--- config.mk ---
export PLATFORM = sky130hd
export DESIGN_NAME = oare_exec
export DESIGN_NICKNAME = d
export VERILOG_FILES = /design/src/rtl/oare_pkg.sv /design/src/rtl/oare_or_unit.sv /design/src/rtl/oare_exec.sv
export SDC_FILE = /design/constraint.sdc
export NUM_CORES = 1
export LEC_CHECK = 0
export ABC_AREA = 1
export BUFFER_PORTS_ARGS = -buffer_cell sky130_fd_sc_hd__buf_2
export CORE_MARGIN = 3
export CORE_UTILIZATION = 25
export CTS_CLUSTER_DIAMETER = 80
export DETAILED_ROUTE_END_ITERATION = 8
export PLACE_DENSITY_LB_ADDON = 0.15
export SETUP_SLACK_MARGIN = 0.1
export SKIP_LAST_GASP = 1
export SLEW_MARGIN = 20
export SYNTH_ARGS = -nofsm -noshare
export SYNTH_HDL_FRONTEND = slang
export SYNTH_SLANG_ARGS = --single-unit
export TNS_END_PERCENT = 10
--- constraint.sdc ---
create_clock -name sys_clk_in -period 1.45 [get_ports sys_clk_in]
set_input_delay 0 -clock sys_clk_in [delete_from_list [all_inputs] [get_ports sys_clk_in]]
set_output_delay 0 -clock sys_clk_in [all_outputs]
set_load 0.005 [all_outputs]
--- src/rtl/oare_pkg.sv ---
package oare_pkg;

  // ****************************************************************
  // Widths and reset values
  // ****************************************************************
  localparam int DATA_W = 8;
  localparam int PC_W = 13;
  localparam int ADDR_W = 8;
  localparam logic [7:0] WREG_RST = 8'h00;
  localparam logic [12:0] PC_RST = 13'h0000;
  localparam logic [12:0] ISR_VEC = 13'h0004;
  localparam logic MIE_RST = 1'b0;
  localparam logic [7:0] ZERO_BYTE = 8'h00;

  // ****************************************************************
  // Operations handled here
  // ****************************************************************
  typedef enum logic [2:0] {
    OP_NONE,
    OP_OR_IMM,
    OP_OR_MEM,
    OP_RET,
    OP_RET_LIT,
    OP_RETURN_FROM_INTERRUPT
  } oare_op_t;

  typedef struct packed {
    oare_op_t op;
    logic [7:0] literal;
    logic [7:0] mem_addr;
  } oare_instr_t;

  typedef struct packed {
    logic we;
    logic [7:0] addr;
    logic [7:0] data;
  } oare_mem_wr_t;

endpackage : oare_pkg

--- src/rtl/oare_or_unit.sv ---
`timescale 1ns/100ps
module oare_or_unit (
  input wire logic [7:0] a_in,
  input wire logic [7:0] b_in,
  output logic [7:0] result_out,
  output logic zero_out
);

  assign result_out = a_in | b_in;
  assign zero_out = (result_out == oare_pkg::ZERO_BYTE);

endmodule : oare_or_unit

--- src/rtl/oare_exec.sv ---
`timescale 1ns/100ps
module oare_exec (
  input wire logic sys_clk_in,
  input wire logic sys_rst_in,
  input wire logic instr_valid_in,
  input wire oare_pkg::oare_instr_t instr_in,
  input wire logic [7:0] mem_rdata_in,
  input wire logic [12:0] stack_top_in,
  input wire logic irq_pending_in,
  input wire logic mie_clear_in,
  input wire logic [3:0] other_flags_in,
  output logic [7:0] working_register_out,
  output logic zero_flag_out,
  output logic [3:0] other_flags_out,
  output logic master_interrupt_enable_out,
  output logic [12:0] pc_out,
  output logic pc_load_out,
  output logic stack_pop_out,
  output logic stack_push_out,
  output logic [12:0] push_data_out,
  output logic irq_entry_out,
  output oare_pkg::oare_mem_wr_t mem_wr_out
);

  // ****************************************************************
  // Decode
  // ****************************************************************
  function automatic logic is_return(input oare_pkg::oare_op_t op);
    is_return = (op == oare_pkg::OP_RET) || (op == oare_pkg::OP_RET_LIT)
             || (op == oare_pkg::OP_RETURN_FROM_INTERRUPT);
  endfunction : is_return

  function automatic logic is_or(input oare_pkg::oare_op_t op);
    is_or = (op == oare_pkg::OP_OR_IMM) || (op == oare_pkg::OP_OR_MEM);
  endfunction : is_or

  oare_pkg::oare_op_t op;
  logic [7:0] or_b;
  logic [7:0] or_res;
  logic or_zero;
  logic do_or;
  logic do_ret;
  logic take_irq;

  assign op = instr_valid_in ? instr_in.op : oare_pkg::OP_NONE;
  assign do_or = is_or(op);
  assign do_ret = is_return(op);
  assign or_b = (op == oare_pkg::OP_OR_MEM) ? mem_rdata_in
                                            : instr_in.literal;

  oare_or_unit u_or (
    .a_in(working_register_out),
    .b_in(or_b),
    .result_out(or_res),
    .zero_out(or_zero)
  );

  // ****************************************************************
  // Interrupt entry
  // ****************************************************************
  // Entry only while enabled; after interrupt return the enable is
  // already set next cycle, so a pending request enters before the
  // restored address executes.
  assign take_irq = master_interrupt_enable_out && irq_pending_in
                 && !instr_valid_in;

  always_ff @(posedge sys_clk_in or posedge sys_rst_in) begin
    if (sys_rst_in) begin
      master_interrupt_enable_out <= oare_pkg::MIE_RST;
    end else if (op == oare_pkg::OP_RETURN_FROM_INTERRUPT) begin
      master_interrupt_enable_out <= 1'b1;
    end else if (take_irq || mie_clear_in) begin
      master_interrupt_enable_out <= 1'b0;
    end
  end

  // ****************************************************************
  // Working register
  // ****************************************************************
  always_ff @(posedge sys_clk_in or posedge sys_rst_in) begin
    if (sys_rst_in) begin
      working_register_out <= oare_pkg::WREG_RST;
    end else if (op == oare_pkg::OP_OR_IMM) begin
      working_register_out <= or_res;
    end else if (op == oare_pkg::OP_RET_LIT) begin
      working_register_out <= instr_in.literal;
    end
  end

  // ****************************************************************
  // Flags
  // ****************************************************************
  always_ff @(posedge sys_clk_in or posedge sys_rst_in) begin
    if (sys_rst_in) begin
      zero_flag_out <= 1'b0;
      other_flags_out <= 4'h0;
    end else begin
      other_flags_out <= other_flags_in;
      if (do_or) begin
        zero_flag_out <= or_zero;
      end
    end
  end

  // ****************************************************************
  // Data memory write
  // ****************************************************************
  always_ff @(posedge sys_clk_in or posedge sys_rst_in) begin
    if (sys_rst_in) begin
      mem_wr_out <= '0;
    end else begin
      mem_wr_out.we <= (op == oare_pkg::OP_OR_MEM);
      mem_wr_out.addr <= instr_in.mem_addr;
      mem_wr_out.data <= or_res;
    end
  end

  // ****************************************************************
  // Program counter and stack
  // ****************************************************************
  always_ff @(posedge sys_clk_in or posedge sys_rst_in) begin
    if (sys_rst_in) begin
      pc_out <= oare_pkg::PC_RST;
      pc_load_out <= 1'b0;
      stack_pop_out <= 1'b0;
      stack_push_out <= 1'b0;
      push_data_out <= oare_pkg::PC_RST;
      irq_entry_out <= 1'b0;
    end else begin
      pc_load_out <= do_ret || take_irq;
      stack_pop_out <= do_ret;
      stack_push_out <= take_irq;
      irq_entry_out <= take_irq;
      if (do_ret) begin
        pc_out <= stack_top_in;
      end else if (take_irq) begin
        push_data_out <= pc_out;
        pc_out <= oare_pkg::ISR_VEC;
      end
    end
  end

  // ****************************************************************
  // Checks
  // ****************************************************************
  a_or_imm_wreg: assert property (@(posedge sys_clk_in)
    disable iff (sys_rst_in) (op == oare_pkg::OP_OR_IMM) |=>
    working_register_out == ($past(working_register_out)
      | $past(instr_in.literal)))
    else $error("immediate OR result wrong");

  a_or_mem_keep: assert property (@(posedge sys_clk_in)
    disable iff (sys_rst_in) (op == oare_pkg::OP_OR_MEM) |=>
    $stable(working_register_out) && mem_wr_out.we
    && mem_wr_out.addr == $past(instr_in.mem_addr)
    && mem_wr_out.data == ($past(working_register_out)
      | $past(mem_rdata_in)))
    else $error("memory OR wrong");

  a_or_flags: assert property (@(posedge sys_clk_in)
    disable iff (sys_rst_in) do_or |=>
    other_flags_out == $past(other_flags_in))
    else $error("OR touched other flags");

  a_ret_pc: assert property (@(posedge sys_clk_in)
    disable iff (sys_rst_in) do_ret |=>
    pc_out == $past(stack_top_in) && stack_pop_out && pc_load_out)
    else $error("return did not restore pc");

  a_ret_lit_wreg: assert property (@(posedge sys_clk_in)
    disable iff (sys_rst_in) (op == oare_pkg::OP_RET_LIT) |=>
    working_register_out == $past(instr_in.literal))
    else $error("literal return load wrong");

  a_ret_zero_kept: assert property (@(posedge sys_clk_in)
    disable iff (sys_rst_in) do_ret |=> $stable(zero_flag_out))
    else $error("return changed zero flag");

  a_return_from_interrupt_enable: assert property (@(posedge sys_clk_in)
    disable iff (sys_rst_in) (op == oare_pkg::OP_RETURN_FROM_INTERRUPT) |=>
    master_interrupt_enable_out)
    else $error("interrupt return left enable clear");

  a_irq_gated: assert property (@(posedge sys_clk_in)
    disable iff (sys_rst_in) irq_entry_out |->
    $past(master_interrupt_enable_out))
    else $error("interrupt entered while disabled");

  a_return_from_interrupt_pending: assert property (@(posedge sys_clk_in)
    disable iff (sys_rst_in)
    (op == oare_pkg::OP_RETURN_FROM_INTERRUPT) && irq_pending_in ##1
    (irq_pending_in && !instr_valid_in && !mie_clear_in) |=>
    irq_entry_out && push_data_out == $past(stack_top_in, 2))
    else $error("pending interrupt not serviced first");

  a_zero_flag: assert property (@(posedge sys_clk_in)
    disable iff (sys_rst_in) do_or |=>
    zero_flag_out == ((($past(op) == oare_pkg::OP_OR_IMM)
      ? working_register_out : mem_wr_out.data) == oare_pkg::ZERO_BYTE))
    else $error("zero flag wrong");

  a_irq_refused: assert property (@(posedge sys_clk_in)
    disable iff (sys_rst_in) instr_valid_in |=> !irq_entry_out)
    else $error("interrupt entered during instruction");

  a_irq_vector: assert property (@(posedge sys_clk_in)
    disable iff (sys_rst_in)
    master_interrupt_enable_out && irq_pending_in && !instr_valid_in |=>
    irq_entry_out && stack_push_out && pc_load_out
    && pc_out == oare_pkg::ISR_VEC && push_data_out == $past(pc_out)
    && !master_interrupt_enable_out)
    else $error("interrupt entry wrong");

  a_mie_rise: assert property (@(posedge sys_clk_in)
    disable iff (sys_rst_in) $rose(master_interrupt_enable_out) |->
    $past(op) == oare_pkg::OP_RETURN_FROM_INTERRUPT)
    else $error("enable set without interrupt return");

endmodule : oare_exec

==> Yosys cells after proc, flatten, opt, wreduce, memory -nomap -nowiden <==
Index checks and enable logic that the tools add are counted.
{ "op_classes": {"add_sub_neg": 0, "n_mul": 0, "div": 0, "magnitude_cmp": 0, "eq_ne": 5, "shift": 0, "mux": 8, "bitwise": 2, "n_reduce_logical": 13} }
{ "ops": {"columns": ["cell", "n"], "rows": [
  ["2-to-1 mux 13 bit", 2],
  ["2-to-1 mux 8 bit", 3],
  ["logical NOT 8 bit", 1],
  ["bitwise OR 8 bit", 1],
  ["== test 3 x 2 -> 1 bit (second input constant)", 2],
  ["== test 3 bit (second input constant)", 2],
  ["nonzero test 2 bit", 3],
  ["logical OR 1 bit", 5],
  ["== test 3 x 1 -> 1 bit (second input constant)", 1],
  ["2-to-1 mux 3 bit", 1],
  ["logical AND 1 bit", 2],
  ["2-to-1 mux 1 bit", 2],
  ["AND reduction 2 bit", 1],
  ["logical NOT 1 bit", 1],
  ["NOT 1 bit", 1]
]} }
{ "totals": {"register_bits": 60, "latch_bits": 0, "ramBits": 0, "rom_bits": 0, "input_bits": 49, "output_inout_bits": 61, "memories": 0} }

==> Depth between registers and ports, before layout <==
Gate-level depths: netlist of run 1.
{ "depth": {"word_depth": 6, "depth_mapped": 10, "depth_no_buf": 10} }

==> Modules after synthesis <==
From an unflattened synthesis of run 1, not the netlist that was laid out.
{ "hier_totals": {"cells_unflattened": 286, "hier_area_um2": 2477.4} }
{ "by_module_without_submodules": {"columns": ["module", "n_inst", "cells_per_inst", "area_per_inst_um2"], "rows": [
  ["oare_exec", 1, 255, 2351.0],
  ["oare_or_unit", 1, 31, 126.4]
]} }

==> Worst setup path before layout of run 1 <==
OpenSTA, ideal clock, no wires.
{ "synth_timing": {"path_kind": "reg-to-reg", "startpoint": "reg master_interrupt_enable_out", "endpoint": "reg pc_out[0]", "setup_time_ns": 0.117, "arrival_time_ns": 0.976, "required_ns": 1.333, "setup_slack_ns": 0.357, "stages_incl_launch_ff": 7, "path_buffers": 1, "period_less_slack_ns": 1.093, "cell_sequence": "dfrtp_1 nand2_1 nor2_1 inv_2 nand2_2 buf_6 o21ai_2"} }
{ "synth_via": {"elab_chain_len": 3} }
{ "synth_lines": {"columns": ["element", "line_no", "source"], "rows": [
  ["start: declaration", "oare_exec.sv:15", "output logic master_interrupt_enable_out,"],
  ["start signal: assignment", "oare_exec.sv:69", "master_interrupt_enable_out <= oare_pkg::MIE_RST;"],
  ["logical AND 1 bit", "oare_exec.sv:64", "assign take_irq = master_interrupt_enable_out && irq_pending_in"],
  ["logical AND 1 bit", "oare_exec.sv:65", "&& !instr_valid_in;"],
  ["named net take_irq", "oare_exec.sv:43", "logic take_irq;"],
  ["nonzero test 2 bit (no source line)", null, null],
  ["end signal: assignment", "oare_exec.sv:123", "pc_out <= oare_pkg::PC_RST;"],
  ["end signal: assignment", "oare_exec.sv:135", "pc_out <= stack_top_in;"],
  ["end signal: assignment", "oare_exec.sv:138", "pc_out <= oare_pkg::ISR_VEC;"],
  ["end: declaration", "oare_exec.sv:16", "output logic [12:0] pc_out,"]
]} }
The timed path passes the listed nets, and every way through them passes these cells.
A chain may end at the register's enable or synchronous reset.

==> Final worst setup path of run 1 <==
{ "layout_timing": {"startpoint": "in instr_in[18] in the netlist's numbering", "endpoint": "reg working_register_out[4]"} }
{ "layout_via": {"elab_chain_len": 5, "elab_cells_between_ends": 8, "cone_classes": "3 x eq/ne; 3 x mux; 1 x bitwise; 1 x reduce/logical"} }
{ "layout_lines": {"columns": ["element", "line_no", "source"], "rows": [
  ["start: declaration", "oare_exec.sv:6", "input wire oare_pkg::oare_instr_t instr_in,"],
  ["2-to-1 mux 3 bit", "oare_exec.sv:45", "assign op = instr_valid_in ? instr_in.op : oare_pkg::OP_NONE;"],
  ["== test 3 x 2 -> 1 bit", "oare_exec.sv:48", "assign or_b = (op == oare_pkg::OP_OR_MEM) ? mem_rdata_in"],
  ["2-to-1 mux 8 bit", "oare_exec.sv:48", null],
  ["bitwise OR 8 bit", "oare_or_unit.sv:9", "assign result_out = a_in | b_in;"],
  ["named net or_res[4]", "oare_exec.sv:39", "logic [7:0] or_res;"],
  ["2-to-1 mux 8 bit", "oare_exec.sv:83", "end else if (op == oare_pkg::OP_OR_IMM) begin"],
  ["end signal: assignment", "oare_exec.sv:82", "working_register_out <= oare_pkg::WREG_RST;"],
  ["end signal: assignment", "oare_exec.sv:84", "working_register_out <= or_res;"],
  ["end signal: assignment", "oare_exec.sv:86", "working_register_out <= instr_in.literal;"],
  ["end: declaration", "oare_exec.sv:12", "output logic [7:0] working_register_out,"]
]} }
The timed path passes the listed nets, and every way through them passes these cells.

==> results.txt, run 1 <==
The run finished with clean final reports. CTS built an H-tree with a depth of 3. Leakage component of the power: 0.00196 µW. The number of ports placed on the die boundary was 110; the aggregate global-route resource usage was 12.7%.

Along the worst path, the maximum fanout reaches 10. Setup slack on the critical path of the routed design comes to 0.162 ns. The library cells used most frequently in the layout, excluding fill and tap cells, are sky130_fd_sc_hd__buf_2 (109), sky130_fd_sc_hd__dfrtp_1 (60), sky130_fd_sc_hd__nand2_1 (46). The number of nets in the synthesized netlist is 292.

The tools report the clock sink count as 60. The portion of the post-synthesis area used by sequential elements was 62.7%; the layout overhead on the synthesized area was 56.9%. The number of different library cells in the post-synthesis netlist came out at 23. The run gives 0 as the max-cap check violation count.

The number of DRC violations after detailed-routing iteration 0 is 56, and the achievable clock frequency is 776 MHz. The logs give 0 for the number of routed nets with antenna violations and 0.00150 mm² for the area used by sequential logic in the layout. The routed via count divided by cell count is 4.02, and the area of the multi-input gates is 691 µm². Power spread over the standard cell area amounts to 1300 mW/mm².

The logs give 0 for the number of slew-limit violations in the final report and 3.36% for the fraction of met3 tracks used by global routing. The die is 104 µm wide. The repair_antennas step left the layout with diodes totalling 0. The highest-utilization routing layer at the global route stage was met2. Data on the critical path arrives at its endpoint at 1.50 ns.

Entering global routing, the biggest net connects 36 pins. The tools report the endpoint kind of the worst setup timing path as a register. Excluding fillers, the count of instances in the completed layout stands at 533. Total number of vias: 2,144.

The routed design has 6550 µm of wire. The tools report the clock insertion delay at the later pin of the skew report as 0.33 ns. Counting along the longest clock path gives a buffer depth of 2. For this run, global-route usage on met1 was measured as 17.4%. For the pin with the worst max-slew slack, the measured transition is 0.450 ns. Setup repair after global routing could not meet its margin everywhere. The net count of the finished layout is 449. The logs give 11,100 µm for the global-route wire length before repair and 0.0108 mm² for the overall die area. The first-pass detailed-route iteration total is 4, and the register bit count reported by yosys is 60. The worst setup path is launched from a primary input. The post-route clock period utilization came out at 88.8%. The run gives 0.00843 ns as the largest clock skew in the final design. The clock root buffer is sky130_fd_sc_hd__clkbuf_8. The starting utilization of the core area was 25.8%. The placed standard-cell area is 0.00308 mm², and the placed cell count is 477. The combined area of all synthesized cells came out at 0.00239 mm². Placement-stage worst setup slack: 0.267 ns. For the number of global-route vias before repair, the log shows 2,218. In this run the worst hold path is classified as in -> reg. The total CTS buffers was 9. The clock-pin slew on the worst setup and hold paths works out to 0.07 ns. During placement, the flow inserted port buffers numbering 109. The run gives 0 as the count of endpoints failing hold in the final timing report. TritonCTS built the clock tree. The worst path in the final design needs a cycle of 1.29 ns, including I/O delays and setup. For this run, global-route usage on met2 was measured as 19.1%.

The fraction of layout instances using a drive strength above 1 came out at 40.1%. The logs give 0 for the number of antenna violations at the first check in global routing and 70.0% for the worst max-slew margin expressed relative to the limit. After floorplanning, the core was divided into 35 placement rows. For the maximum VDD drop, the log shows 425 µV. In the routed design, unresolved DRC markers number 0. The synthesized instance count came out at 243. The leading cell type in the layout, fill and taps excluded is sky130_fd_sc_hd__buf_2. STA puts the critical path data required time at 1.66 ns.

Setup violations remaining at the end of the flow were counted as 0. The final non-filler cell area came out at 0.00375 mm². In this run the mean area of a mapped cell was 9.85 µm². The floorplan step set the die height to 104 µm. At the end of routability-driven placement, the weighted congestion stood at 0.748. The logs give 0 ns for the sum of negative setup slack and 986 for the layout filler cell count. After detailed routing, the average wire length per cell comes to 12.3 µm.

During synthesis, Yosys emitted a total of 0 warnings. Half-perimeter wire length after placement: 4650 µm. The critical setup path kind was in -> reg. For the area of the core, the log shows 0.00928 mm². After global routing the overflow that remains totals 0.
final cells by class:
class / instances / area share [%]
flip-flops and latches: 60 / 40.0
repair buffers: 155 / 26.7
multi-input cells: 133 / 18.4
well taps: 129 / 4.30
inverters: 41 / 4.27
clock buffers: 11 / 3.77
clock inverters: 4 / 2.60
stage by stage:
step / hold slack, ns / power (µW) / utilization, %
final: 0.0198 / 4870 / 40.4
after global routing: 0.0351 / 5180 / 40.4
after CTS: 0.00536 / 4950 / 39.9
after detailed placement: 0.110 / 2990 / 33.2
after global placement: 0.108 / 2980 / 33.2
after floorplan: 0.0314 / 2520 / -
sequential cells by signal, summed over array words and instances (netlist names):
register	cells
irq_entry_out	1
master_interrupt_enable_out	1
mem_wr_out	17
other_flags_out	4
pc_load_out	1
pc_out	13
push_data_out	13
stack_pop_out	1
working_register_out	8
zero_flag_out	1
path summary, 6_finish.rpt:
check                                                        startpoint  cells after the start  slack [ns]                                  end
worst max register to register  master_interrupt_enable_out$_DFFE_PP0P_                      3        0.20              irq_entry_out$_DFF_PP0_
worst min register to register             push_data_out[3]$_DFFE_PP0P_                      2        0.49         push_data_out[3]$_DFFE_PP0P_
worst min-delay path                                    mem_rdata_in[2]                      5        0.02              mem_wr_out[2]$_DFF_PP0_
min in group asynchronous                                    sys_rst_in                      4        0.31              mem_wr_out[9]$_DFF_PP0_
worst max-delay path                                       instr_in[18]                      9        0.16  working_register_out[4]$_DFFE_PP0P_
max in group asynchronous                                    sys_rst_in                      4        0.77                pc_out[4]$_DFFE_PP0P_
critical path: stages:
cell and delay [ns]:
sky130_fd_sc_hd__dlygate4sd3_1 0.53, sky130_fd_sc_hd__buf_2 0.16, sky130_fd_sc_hd__nor2_4 0.16, sky130_fd_sc_hd__buf_6 0.16
sky130_fd_sc_hd__a21oi_1 0.07, sky130_fd_sc_hd__nor2_1 0.16, sky130_fd_sc_hd__inv_1 0.08, sky130_fd_sc_hd__o21ai_1 0.11
sky130_fd_sc_hd__o21ai_1 0.08
synthesized netlist by cell type (all sizes together):
cell type / count / area share (%)
a22o: 1 / 0.37
nor2: 17 / 3.1
a21oi: 4 / 0.84
a21boi: 1 / 0.31
clkbuf: 1 / 0.16
nand3: 11 / 2.5
nand2: 53 / 9.4
o21ai: 41 / 10
dfrtp: 60 / 63
inv: 41 / 6.4
o22ai: 3 / 0.78
buf: 8 / 2.9
o211ai: 1 / 0.31
nor3: 1 / 0.21
report_power, final:
group | switching (µW) | internal (µW) | total [µW]
Sequential | 128 | 1950 | 2080
Combinational | 483 | 468 | 951
Clock | 658 | 1180 | 1840
logic make-up after synthesis:
kind of cell    count (synthesis)  share of synthesized area [%]
simple gates                   82                           15.2
flops                          60                           62.7
compound gates                 51                           12.6
buf+inv                        50                           9.51
routing by layer:
layer  up-vias  share of wire (%)
li1       1072                  -
met1       997                 48
met2        69                 46
met3         6                5.3
met4         0               0.84
met5         -                  0
timing repair:
item	CTS	global route
hold endpoints to repair	95	0
endpoints found under the setup margin	0	9
resized for setup	0	8
buffers inserted	0	3
hold buffers	38	0
Note: power is estimated with default switching activity, not from simulation.
==> inputs of run 2 (changes only) <==
- CORE_ASPECT_RATIO: unset -> 2
- REMOVE_ABC_BUFFERS: unset -> 1
==> run 2 against run 1 <==
Combinational power is 1% lower. Power increased by 4.5%. Routed wire length up 2.5%. First-iteration DRC count rose by 21%. Global-route usage increased by 0.57 points. Fmax up 3.0%. Final area fell by 1.0%. Clock-buffer cell count increased by 1. Largest cell class unchanged.
==> results.txt, run 2 (same netlist as run 1, synthesis figures left out) <==
The run gives 1270 µW (about the same) as the switching power. The tools report the launching element type of the critical path as a register (was a primary input). The count of standard-cell rows is 49 (was 35). The max-cap check violation count is 0 (unchanged). The flow ran to the end, and the final reports show no timing, DRC or antenna violations. The run gives 799 MHz (was 776 MHz) as the achievable clock frequency. The leading cell type in the layout, fill and taps excluded is sky130_fd_sc_hd__buf_2 (unchanged). Fraction of power spent switching nets: 25.0% (was 26.1%). Maximum net fanout on the critical path: 3 (was 10). The tools report the worst max-slew margin expressed relative to the limit as 67.8% (was 70.0%). The least setup slack across all paths after layout was 0.199 ns (was 0.162 ns). The weighted congestion reported at the end of routability-driven placement came out at 0.806 (was 0.748). The number of global-route vias before repair was 2,154 (was 2,218); the DRC violation count after routing was 0 (unchanged). The routed via count divided by cell count came out at 4.28 (was 4.02). The clock root buffer is sky130_fd_sc_hd__clkbuf_16 (was sky130_fd_sc_hd__clkbuf_8). The layout filler cell count is 923 (was 986), and the area used by sequential logic in the layout is 0.00150 mm² (unchanged).

The tools report the endpoint kind of the worst setup timing path as a register (unchanged). The first-pass detailed-route iteration total came out at 4 (unchanged). The number of antenna diodes is 0 (unchanged), and the internal power of the cells is 3820 µW (was 3600 µW).

The relative contribution of the clock network to total power came out at 40.6% (was 37.8%). The area of the multi-input gates is 667 µm² (was 691 µm²), and the number of endpoints failing setup at the final stage is 0 (unchanged). The aggregate global-route resource usage came out at 13.3% (was 12.7%). Largest registers: mem_wr_out (17), pc_out (13), push_data_out (13) (unchanged). Count of buffers added by post-CTS timing repair for setup: 0 (unchanged).

The chip height came out at 144 µm (was 104 µm). For the total number of vias, the log shows 2,151 (was 2,144). Leading cell types in the layout, fill and taps excluded: sky130_fd_sc_hd__buf_2 (109), sky130_fd_sc_hd__dfrtp_1 (60), sky130_fd_sc_hd__nand2_1 (47) (was sky130_fd_sc_hd__buf_2 (109), sky130_fd_sc_hd__dfrtp_1 (60), sky130_fd_sc_hd__nand2_1 (46)).

The number of antenna violations at the first check in global routing was 0 (unchanged). Setup repair after global routing left no endpoint under its margin. The number of ports placed on the die boundary is 110 (unchanged), and the global-route wire length before repair is 10,600 µm (was 11,100 µm). The tools report the buffer depth of the longest clock path as 2 (unchanged). Register ranked first by flip-flop count: mem_wr_out (unchanged). TritonCTS built the clock tree. The leakage component of the power is 0.00196 µW (about the same).

The arrival time of the worst setup path was 1.45 ns (was 1.50 ns). The run gives 26.2% (was 25.8%) as the starting utilization of the core area. The wire length reported by the detailed router is 6720 µm (was 6550 µm), and the half-perimeter wire length after placement is 5020 µm (was 4650 µm).

Clock-pin slew on the worst setup and hold paths: 0.05 ns (was 0.07 ns). The worst hold-check path type is in -> reg (unchanged). The width of the die was 75.2 µm (was 104 µm); the overall die area was 0.0109 mm² (was 0.0108 mm²). The number of slew-limit violations in the final report is 0 (unchanged).

The clock sink count came out at 60 (unchanged). The measured slew at the worst slew-check pin works out to 0.483 ns (was 0.450 ns). The pin count of the biggest net entering global routing is 38 (was 36), and the number of DRC violations after detailed-routing iteration 0 is 68 (was 56). Data required time of the critical path: 1.65 ns (was 1.66 ns). The number of levels the H-tree was split into was 3 (unchanged); the power density of the placed cells was 1370 mW/mm² (was 1300 mW/mm²). The post-route clock period utilization is 86.3% (was 88.8%). The total number of nets in the final design came out at 446 (was 449).

The placement-stage worst setup slack came out at 0.211 ns (was 0.267 ns). The total CTS buffers is 9 (unchanged). The maximum VDD drop is 574 µV (was 425 µV), and the layout overhead on the synthesized area is 55.3% (was 56.9%). Remaining global-route overflow: 0 (unchanged).

The area of the core is 0.00914 mm² (was 0.00928 mm²), and the final core area utilization is 40.7% (was 40.4%). The total of buffers placed on input and output ports came out at 109 (unchanged). The fraction of layout instances using a drive strength above 1 came out at 39.3% (was 40.1%). For the part of the power in registers, the log shows 40.9% (was 42.7%).

The logs give 18.5% (was 19.5%) for the relative contribution of combinational cells to total power and 0.00713 ns (was 0.00843 ns) for the largest clock skew in the final design. The time the worst path needs with I/O delays and setup came out at 1.25 ns (was 1.29 ns). The critical setup path kind is reg -> reg (was in -> reg). Routed length per placed instance: 13.4 µm (was 12.3 µm). Register-to-register setup slack: 0.20 ns (about the same).

The clock insertion delay at the later pin of the skew report was 0.32 ns (was 0.33 ns); the number of flip-flops under the largest register name was 17 (unchanged). The number of routed nets with antenna violations was 0 (unchanged); the count of endpoints failing hold in the final timing report was 0 (unchanged).
run 2: final cells by class:
type	instances	share of cell area, %
Clock buffer	12	6.90
Clock inverter	2	0.942
Inverter	41	4.14
Multi-Input combinational cell	133	17.9
Sequential cell	60	40.4
Tap cell	102	3.43
Timing Repair Buffer	152	26.3
run 2: through the flow:
stage / TNS, ns / instances / hold slack (ns) / instance area [µm²] / power, µW
6_report: 0 / 502 / 0.0180 / 3720 / 5090
5_1_grt: 0 / 502 / 0.0307 / 3720 / 5440
4_1_cts: 0 / 502 / 0.00493 / 3710 / 5200
3_5_place_dp: 0 / 450 / 0.0779 / 3040 / 2980
3_3_place_gp: 0 / 450 / 0.0794 / 3040 / 2970
2_1_floorplan: -2.08 / 234 / 0.0314 / 2320 / 2500
run 2: worst paths after layout:
path / from / endpoint / depth (start not counted)
setup / recovery: working_register_out[3]$_DFFE_PP0P_ / mem_wr_out[3]$_DFF_PP0_ / 3
setup reg to reg: working_register_out[3]$_DFFE_PP0P_ / mem_wr_out[3]$_DFF_PP0_ / 3
hold reg to reg: push_data_out[10]$_DFFE_PP0P_ / push_data_out[10]$_DFFE_PP0P_ / 2
max in group asynchronous: sys_rst_in / pc_out[1]$_DFFE_PP0P_ / 4
hold / removal: instr_in[15] / working_register_out[7]$_DFFE_PP0P_ / 3
min in group asynchronous: sys_rst_in / mem_wr_out[0]$_DFF_PP0_ / 4
run 2: power by group through the flow:
stage               Combinational (µW)  Sequential, µW  Clock (µW)
floorplan                          364            2130           0
global placement                   872            2100           0
detailed placement                 880            2100           0
CTS                                969            2080        2150
global route                      1080            2110        2250
finish                             940            2080        2070
run 2: routing by layer:
| layer | routed length, µm | track usage [%] | up-vias |
|---|---|---|---|
| li1 | - | - | 1069 |
| met1 | 2290 | 12.8 | 1003 |
| met2 | 3900 | 24.6 | 68 |
| met3 | 353 | 3.83 | 11 |
| met4 | 178 | 6.73 | 0 |
| met5 | 0 | 0 | - |
run 2: repair_timing:
action | in CTS | in global routing
endpoints found under the hold margin | 95 | 0
resized for setup | 0 | 1
hold buffers | 38 | 0
endpoints found under the setup margin | 0 | 1
run 2: critical path: stages, from the launching register on:
cell                            delay (ns)
sky130_fd_sc_hd__dfrtp_1              0.38
sky130_fd_sc_hd__inv_1                0.09
sky130_fd_sc_hd__nand3_2              0.10
sky130_fd_sc_hd__dlygate4sd3_1        0.56
